$ cat src/verilog/metering_irq_map.svh
// Register offsets, field positions and reset values of the metering interrupt block.
`ifndef METERING_IRQ_MAP_SVH
`define METERING_IRQ_MAP_SVH

// ----------------------------------------------------------------
// Register offsets on the special function register port
// ----------------------------------------------------------------
`define IRQ_ENABLE_LOW_ADDR 8'hd9
`define IRQ_ENABLE_MID_ADDR 8'hda
`define IRQ_ENABLE_HIGH_ADDR 8'hdb
`define IRQ_STATUS_LOW_ADDR 8'hdc
`define IRQ_STATUS_MID_ADDR 8'hdd
`define IRQ_STATUS_HIGH_ADDR 8'hde

// ----------------------------------------------------------------
// Implemented bits of each register, indexed low, mid, high
// ----------------------------------------------------------------
`define STATUS_MASK_LOW 8'h3f
`define STATUS_MASK_MID 8'hff
`define STATUS_MASK_HIGH 8'hbf
`define ENABLE_MASK_LOW 8'h3f
`define ENABLE_MASK_MID 8'hff
`define ENABLE_MASK_HIGH 8'h3f

// ----------------------------------------------------------------
// Field positions and reset values
// ----------------------------------------------------------------
`define SUMMARY_BIT 7
`define RESET_DONE_BIT 7
`define ENABLE_RESET 8'h00
`define STATUS_RESET_LOW 8'h00
`define STATUS_RESET_MID 8'h00
`define STATUS_RESET_HIGH 8'h80

`endif

$ cat src/verilog/metering_irq_pkg.sv
// Types shared by the metering interrupt status and enable logic.
package metering_irq_pkg;

   typedef logic [7:0] sfr_byte_t;

   // Index of each register triple: low, mid, high.
   typedef enum logic [1:0] {GROUP_LOW, GROUP_MID, GROUP_HIGH} irq_group_t;

   typedef struct packed {
      logic prevNeg;
      logic pulse;
   } sign_state_t;

   typedef struct packed {
      sfr_byte_t [2:0] enable;
      sfr_byte_t [2:0] status;
      logic summary;
      sfr_byte_t rdata;
   } irq_state_t;

endpackage

$ cat src/verilog/metering_irq_status_enable.sv
// Metering interrupt status flags, enables and summary interrupt.
//
// Notes on behaviour
// RULE_01 - Summary bit 7 of low status is set while any enabled flag is set.
// RULE_02 - Summary bit drops by itself once all enabled flags are clear.
// RULE_03 - Low status bits 5, 4, 3: fault mode, reactive sign, active sign changes.
// RULE_04 - Low status bit 2: apparent no-load or entering current-rms no-load.
// RULE_05 - Low status bit 1 reactive no-load, bit 0 active no-load.
// RULE_06 - Mid status bits 7, 6 set on pulse two, one, even when outputs disabled.
// RULE_07 - Mid status bits 5, 4, 3: apparent, reactive, active energy overflow.
// RULE_08 - Mid status bits 2, 1, 0: apparent, reactive, active energy half full.
// RULE_09 - High status bit 7 set when any reset completes.
// RULE_10 - High status bit 5 set when fresh waveform samples are loaded.
// RULE_11 - High status bit 4 current peak, bit 3 voltage peak.
// RULE_12 - High status bit 2 set when half-cycle energy accumulation completes.
// RULE_13 - High status bit 1 set on zero crossing timeout.
// RULE_14 - High status bit 0 set on voltage zero crossing.
// RULE_15 - Low enable bits 5..0 gate low flags; bits 7..6 reserved.
// RULE_16 - Mid enable bits 7, 6 gate the pulse two and pulse one flags.
// RULE_17 - Mid enable bits 5..0 gate overflow and half-full flags.
// RULE_18 - High enable bits 5..0 gate their flags; reset-done flag has no enable.
// RULE_19 - Sign flag fires on falling sign with select 0, rising sign with select 1.
// RULE_20 - Flags stay set until software clears them by writing the status register.
`timescale 1ns/1ps
`include "metering_irq_map.svh"
module metering_irq_status_enable
   import metering_irq_pkg::*;
(
   input wire logic core_clk,
   input wire logic reset,
   input wire logic [7:0] sfrAddr,
   input wire logic sfrWrite,
   input wire logic sfrRead,
   input wire logic [7:0] sfrWdata,
   output logic [7:0] sfrRdata,
   input wire logic activeSignNeg,
   input wire logic reactiveSignNeg,
   input wire logic activeSignEdgeSel,
   input wire logic reactiveSignEdgeSel,
   input wire logic faultModeChangeEvent,
   input wire logic apparentNoloadEvent,
   input wire logic irmsNoloadEnterEvent,
   input wire logic reactiveNoloadEvent,
   input wire logic activeNoloadEvent,
   input wire logic pulseOutOne,
   input wire logic pulseOutTwo,
   input wire logic apparentEnergyOverflowEvent,
   input wire logic reactiveEnergyOverflowEvent,
   input wire logic activeEnergyOverflowEvent,
   input wire logic apparentEnergyHalffullEvent,
   input wire logic reactiveEnergyHalffullEvent,
   input wire logic activeEnergyHalffullEvent,
   input wire logic softResetDone,
   input wire logic waveformReadyEvent,
   input wire logic currentPeakEvent,
   input wire logic voltagePeakEvent,
   input wire logic cycleAccumDoneEvent,
   input wire logic zeroCrossTimeoutEvent,
   input wire logic zeroCrossEvent,
   output logic irqSummaryFlag
);

   localparam sfr_byte_t [2:0] StatusMask = {`STATUS_MASK_HIGH, `STATUS_MASK_MID,
                                             `STATUS_MASK_LOW};
   localparam sfr_byte_t [2:0] EnableMask = {`ENABLE_MASK_HIGH, `ENABLE_MASK_MID,
                                             `ENABLE_MASK_LOW};

   irq_state_t stateReg;
   irq_state_t stateNext;
   logic [1:0] signNeg;
   logic [1:0] signEdgeSel;
   logic [1:0] signPulse;
   sfr_byte_t [2:0] setVec;
   sfr_byte_t [2:0] enabledFlags;

   // ----------------------------------------------------------------
   // Sign change detectors, active in slot 0 and reactive in slot 1
   // ----------------------------------------------------------------
   assign signNeg = {reactiveSignNeg, activeSignNeg};
   assign signEdgeSel = {reactiveSignEdgeSel, activeSignEdgeSel};

   generate
      for (genvar gi = 0; gi < 2; gi++)
      begin : g_sign
         sign_change_detect u_sign (
            .core_clk(core_clk),
            .reset(reset),
            .signNeg(signNeg[gi]),
            .edgeSel(signEdgeSel[gi]),
            .signPulse(signPulse[gi])
         );
      end
   endgenerate

   // ----------------------------------------------------------------
   // Event set vectors
   // ----------------------------------------------------------------
   always_comb
   begin
      setVec[GROUP_LOW] = {2'b00, faultModeChangeEvent, signPulse[1], signPulse[0],
                           apparentNoloadEvent | irmsNoloadEnterEvent,
                           reactiveNoloadEvent, activeNoloadEvent}; // RULE_03 RULE_04 RULE_05
      // The pulse flags ignore whether the pulse pins themselves are enabled.
      setVec[GROUP_MID] = {pulseOutTwo, pulseOutOne, apparentEnergyOverflowEvent,
                           reactiveEnergyOverflowEvent, activeEnergyOverflowEvent,
                           apparentEnergyHalffullEvent, reactiveEnergyHalffullEvent,
                           activeEnergyHalffullEvent}; // RULE_06 RULE_07 RULE_08
      setVec[GROUP_HIGH] = {softResetDone, 1'b0, waveformReadyEvent, currentPeakEvent,
                            voltagePeakEvent, cycleAccumDoneEvent, zeroCrossTimeoutEvent,
                            zeroCrossEvent}; // RULE_09 RULE_10 RULE_11 RULE_12 RULE_13 RULE_14
   end

   // ----------------------------------------------------------------
   // Register update
   // ----------------------------------------------------------------
   // A write to a status register clears the bits written as zero; a flag set in the
   // same cycle wins over its clear so no event is lost.
   always_comb
   begin
      stateNext = stateReg;
      for (int i = 0; i < 3; i++)
      begin
         if (sfrWrite && sfrAddr == `IRQ_ENABLE_LOW_ADDR + 8'(i))
         begin
            stateNext.enable[i] = sfrWdata & EnableMask[i]; // RULE_15 RULE_16 RULE_17 RULE_18
         end
         if (sfrWrite && sfrAddr == `IRQ_STATUS_LOW_ADDR + 8'(i))
         begin
            stateNext.status[i] = (stateReg.status[i] & sfrWdata | setVec[i])
                                  & StatusMask[i]; // RULE_20
         end
         else
         begin
            stateNext.status[i] = (stateReg.status[i] | setVec[i]) & StatusMask[i]; // RULE_20
         end
         enabledFlags[i] = stateNext.status[i] & stateNext.enable[i];
      end
      stateNext.summary = |{enabledFlags[0], enabledFlags[1], enabledFlags[2]}; // RULE_01 RULE_02
      stateNext.rdata = stateReg.rdata;
      if (sfrRead)
      begin
         case (sfrAddr)
            `IRQ_ENABLE_LOW_ADDR: stateNext.rdata = stateReg.enable[GROUP_LOW];
            `IRQ_ENABLE_MID_ADDR: stateNext.rdata = stateReg.enable[GROUP_MID];
            `IRQ_ENABLE_HIGH_ADDR: stateNext.rdata = stateReg.enable[GROUP_HIGH];
            `IRQ_STATUS_LOW_ADDR: stateNext.rdata = {stateReg.summary,
                                                     stateReg.status[GROUP_LOW][6:0]};
            `IRQ_STATUS_MID_ADDR: stateNext.rdata = stateReg.status[GROUP_MID];
            `IRQ_STATUS_HIGH_ADDR: stateNext.rdata = stateReg.status[GROUP_HIGH];
            default: stateNext.rdata = 8'h00;
         endcase
      end
   end

   // The reset value of the high status register carries the reset-done flag.
   always_ff @(posedge core_clk)
   begin
      if (reset)
      begin
         stateReg.enable <= {`ENABLE_RESET, `ENABLE_RESET, `ENABLE_RESET};
         stateReg.status <= {`STATUS_RESET_HIGH, `STATUS_RESET_MID,
                             `STATUS_RESET_LOW}; // RULE_09
         stateReg.summary <= 1'b0;
         stateReg.rdata <= 8'h00;
      end
      else
      begin
         stateReg <= stateNext;
      end
   end

   assign sfrRdata = stateReg.rdata;
   assign irqSummaryFlag = stateReg.summary;

   logic writeLow;
   logic writeMid;
   logic writeHigh;
   logic anyEnabled;
   assign writeLow = sfrWrite && sfrAddr == `IRQ_STATUS_LOW_ADDR;
   assign writeMid = sfrWrite && sfrAddr == `IRQ_STATUS_MID_ADDR;
   assign writeHigh = sfrWrite && sfrAddr == `IRQ_STATUS_HIGH_ADDR;
   assign anyEnabled = |{stateReg.status[0] & stateReg.enable[0],
                         stateReg.status[1] & stateReg.enable[1],
                         stateReg.status[2] & stateReg.enable[2]};
endmodule

$ cat src/verilog/sign_change_detect.sv
// Power sign transition detector with selectable direction.
`timescale 1ns/1ps
module sign_change_detect
   import metering_irq_pkg::*;
(
   input wire logic core_clk,
   input wire logic reset,
   input wire logic signNeg,
   input wire logic edgeSel,
   output logic signPulse
);

   sign_state_t stateReg;
   sign_state_t stateNext;

   // ----------------------------------------------------------------
   // Edge selection
   // ----------------------------------------------------------------
   // With the select bit low a positive to negative move fires, with it high the reverse.
   always_comb
   begin
      stateNext = stateReg;
      stateNext.prevNeg = signNeg;
      if (edgeSel == 1'b0)
      begin
         stateNext.pulse = !stateReg.prevNeg && signNeg; // RULE_19
      end
      else
      begin
         stateNext.pulse = stateReg.prevNeg && !signNeg; // RULE_19
      end
   end

   always_ff @(posedge core_clk)
   begin
      if (reset)
      begin
         stateReg <= '0;
      end
      else
      begin
         stateReg <= stateNext;
      end
   end

   assign signPulse = stateReg.pulse;

endmodule
$ cat config.mk
export PLATFORM = sky130hd
export DESIGN_NAME = metering_irq_status_enable
export DESIGN_NICKNAME = d
export VERILOG_FILES = /design/src/verilog/metering_irq_pkg.sv /design/src/verilog/metering_irq_status_enable.sv /design/src/verilog/sign_change_detect.sv
export VERILOG_INCLUDE_DIRS = /design/src /design/src/verilog
export SDC_FILE = /design/constraint.sdc
export NUM_CORES = 1
export LEC_CHECK = 0
export BUFFER_PORTS_ARGS = -buffer_cell sky130_fd_sc_hd__buf_2
export CELL_PAD_IN_SITES_DETAIL_PLACEMENT = 0
export CELL_PAD_IN_SITES_GLOBAL_PLACEMENT = 1
export CORE_ASPECT_RATIO = 1.2
export CORE_MARGIN = 2
export CORE_UTILIZATION = 35
export DETAILED_ROUTE_END_ITERATION = 6
export GPL_TIMING_DRIVEN = 0
export PLACE_DENSITY_LB_ADDON = 0.1
export SYNTH_ARGS = -nofsm -noshare
export SYNTH_HDL_FRONTEND = slang
export SYNTH_SLANG_ARGS = --single-unit
$ cat constraint.sdc
create_clock -name core_clk -period 2.35 [get_ports core_clk]
set_clock_uncertainty 0.2 [all_clocks]
set_input_delay 0.705 -clock core_clk [delete_from_list [all_inputs] [get_ports core_clk]]
set_output_delay 0.705 -clock core_clk [all_outputs]
set_load 0.1 [all_outputs]
==> metrics.md <==
| Metric | Value |
|---|---|
| Hold-fix buffers, CTS | 0 |
| Clk pin slew, worst setup/hold paths | 0.11 ns |
| Clk buf depth | 2 |
| Commonest non-fill, non-tap cell in the layout | a21oi_1 |
| Count of pins over their slew limit | 0 |
| Worst Hold Class | reg2reg |
| Max_slew headroom | 55.1% |
| Nets | 510 |
| Initial Util | 35.4% |
| Fin crit share | 105% |
| Failing checks | setup timing |
| Type of the worst setup path | in2reg |
| Die extent in y | 105 um |
| Slew @ Worst Pin | 0.673 ns |
| Slowest stage delay, CP | 0.32 ns |
| Placed Area | 3400 um^2 |
| Post-synth EDFFs | 0 |
| Finished Layout Cells | 584 |
| Layout cells sized above 1 | 28.1% |
| Sequential-to-total area share from yosys stat | 36.7% |
| Die Wd | 88.5 um |
| CP arrival | 2.44 ns |
| Synth warn | 0 |
| ANT nets after route | 0 |
| Final Worst Setup Slack | -0.117 ns |
| Synth area leader | dfxtp_1 |
| Worst skew pair latency | 0.32 ns |
| Initial antenna violation count | 0 |
| Cell internal pwr | 1510 uW |
| Critical Path RT | 2.32 ns |
| Clock buffer count from CTS | 5 |
| Final Hold Viols | 0 |
| Root Driver | clkbuf_8 |
| Unrepaired setup endpoints after global routing | true |
| DP HPWL | 7720 um |
| CTS tree | yes |
| Worst setup SP type | input pin |
| Drt via density | 5.57 |
| Initial DRC count | 234 |
| Top-area cell type share of the netlist area | 36.7% |
| Post-Place Worst Slack | -0.893 ns |
| Pre-antenna DRT Iters | 5 |
| Area Growth Syn to Fin | 31.6% |
| Crit path buf inv count | 2 |
| Sw frac | 26.9% |
| Area contributors post-synth | dfxtp_1 (37%), a21oi_1 (9.3%), o21ai_0 (6.3%) |
| Std-Cell Core Area | 8470 um^2 |
| Top-level port count | 53 |
| Largest net degree at the start of global routing | 18 |
| Slowest CP cell | nor4_4 |
| Num Clock Sinks | 55 |
| Cell count after placement | 556 |
| Fin crit period | 2.47 ns |
| IO buf count | 47 |
| Top FF cell, synth | dfxtp_1 |
| PD cells | 524 nW/um^2 |
| Max_cap viols | 0 |
| Comb pwr share | 15.5% |
| Routed len/inst | 19.3 um |
| F_max | 405 MHz |
| Finished Cell Area | 3950 um^2 |
| Vias in the first global route | 3,033 |
| Routed vias | 3,254 |
| Netlist Area Pre-Place | 3000 um^2 |
| Share of total power in the clock network | 36.7% |
| Global-route wire length before repair | 16,900 um |
| Final WL | 11,200 um |
| Sequential power share | 47.8% |
| Crit-path leading delay family | simple AND/OR/NAND/NOR gates |
| Die area | 9330 um^2 |
| # diodes | 0 |
| Commonest non-fill, non-tap cells in the layout | a21oi_1 (56), dfxtp_1 (55), nand2_1 (46) |
| # DRC | 0 |
| Ys async rst share | 0% |
| CP endpoint kind | flop |
| Htree depth | 2 |
| Total GRT Usage | 24.3% |
| Leak Pwr | 0.00157 uW |
| # rows | 37 |
| GR Overflow Total | 0 |
| GPL Wtd Cong | 0.957 |
| Avg Cell Area, Syn | 7.65 um^2 |
| Crit path cell chain | buf_4 -> buf_8 -> nor3b_2 -> nand4_1 -> o21a_1 -> nor3_2 -> nor2_1 -> nor4_4 -> a41oi_1 |
| Sw power | 556 uW |
| CP max FO | 8 |
| Yosys reg bits | 55 |
| Net Count, Synth | 436 |
| Status | finished, violations left |
| Sum Neg Setup Slack | -0.117 ns |
| Cell variety after synth | 58 |
| Post-Synthesis Cells | 392 |
| Worst Hold Slack | 0.257 ns |
| Worst vdd ir | 0.315 mV |
| Setup violators final | 1 |
## area by class of cell
type	count	area [um^2]
Fill cell	877	4520
Multi-Input combinational cell	288	1840
Sequential cell	55	1100
Timing Repair Buffer	69	445
Buffer	29	210
Tap cell	117	146
Clock buffer	5	68.8
Clock inverter	3	67.6
Inverter	18	67.6
## power by group through the flow
stage / Combinational, uW / Sequential (uW) / Clock, uW
after floorplan: 172 / 1000 / 0
after global placement: 272 / 1010 / 0
after detailed placement: 274 / 1010 / 0
after CTS: 301 / 987 / 774
after global routing: 345 / 993 / 815
final: 321 / 988 / 760
## registers in the layout, indices dropped and copies added, names as in the netlist
register                 flops
irqSummaryFlag               1
stateReg                    42
g_sign.u_sign.stateReg       2
sfrRdata                     8
g_sign.u_sign.signPulse      2
## layer usage
layer  GRT usage, %  vias up  wire [um]
met2           37.2      129       5330
met3           3.52       33        578
li1               -     1541          -
met5              0        -          0
met1           32.6     1551       4860
met4           12.7        0        474
## worst register-to-register path, delay by kind of cell, from the launching register on
family	cells	cell delay, ns
DFF	1	0.36
AOI/OAI and AO/OA	4	0.54
and+or+nand+nor	2	0.74
## final timing paths
check	startpoint	to	slack (ns)	depth (start not counted)
max	sfrAddr[1]	irqSummaryFlag	-0.12	9
min	stateReg[56]	stateReg[56]	0.26	2
max reg2reg	g_sign[1].u_sign.signPulse	irqSummaryFlag	0.39	6
min reg2reg	stateReg[56]	stateReg[56]	0.26	2
## cells in the mapped netlist, types with 2 or more instances
library cell,instances
a21oi_1,56
dfxtp_1,55
nand2_1,46
nor2_1,41
o21ai_0,38
inv_1,18
buf_4,12
clkbuf_1,11
mux2i_1,11
nand2b_1,9
buf_2,7
o22ai_1,7
nor2b_1,5
and3_1,4
nand3_1,4
nand4_1,4
a22oi_1,3
a31oi_1,3
and3b_1,3
nor4_1,3
o211ai_1,3
a211oi_1,2
a221oi_1,2
a311oi_1,2
nand3b_1,2
nor3_1,2
o2111ai_1,2
o21a_1,2
o221ai_1,2
o22a_1,2
o32ai_1,2
or2_2,2
or4b_1,2
## cells by family (layout without fill, tap and decap cells)
family	count (synthesis)	in the layout	share of synthesized area (%)
buffers and inverters	49	124	7.93
muxes	12	12	4.05
AOI/OAI and AO/OA	134	134	26.2
and+or+nand+nor	142	142	25.1
DFF	55	55	36.7
## metrics by stage
| step | util, % | total power [uW] |
|---|---|---|
| detailed placement | 40.2 | 1280 |
| CTS | 44.9 | 2060 |
| floorplan | - | 1180 |
| global route | 46.6 | 2150 |
| global placement | 40.2 | 1280 |
| finish | 46.6 | 2070 |
## what timing repair did
item | CTS | global route
pin swaps | 12 | 11
cloned | 1 | 0
buffers inserted | 15 | 6
gates resized for setup | 34 | 27
endpoints found under the setup margin | 6 | 7
Note: power is estimated with default switching activity, not from simulation.
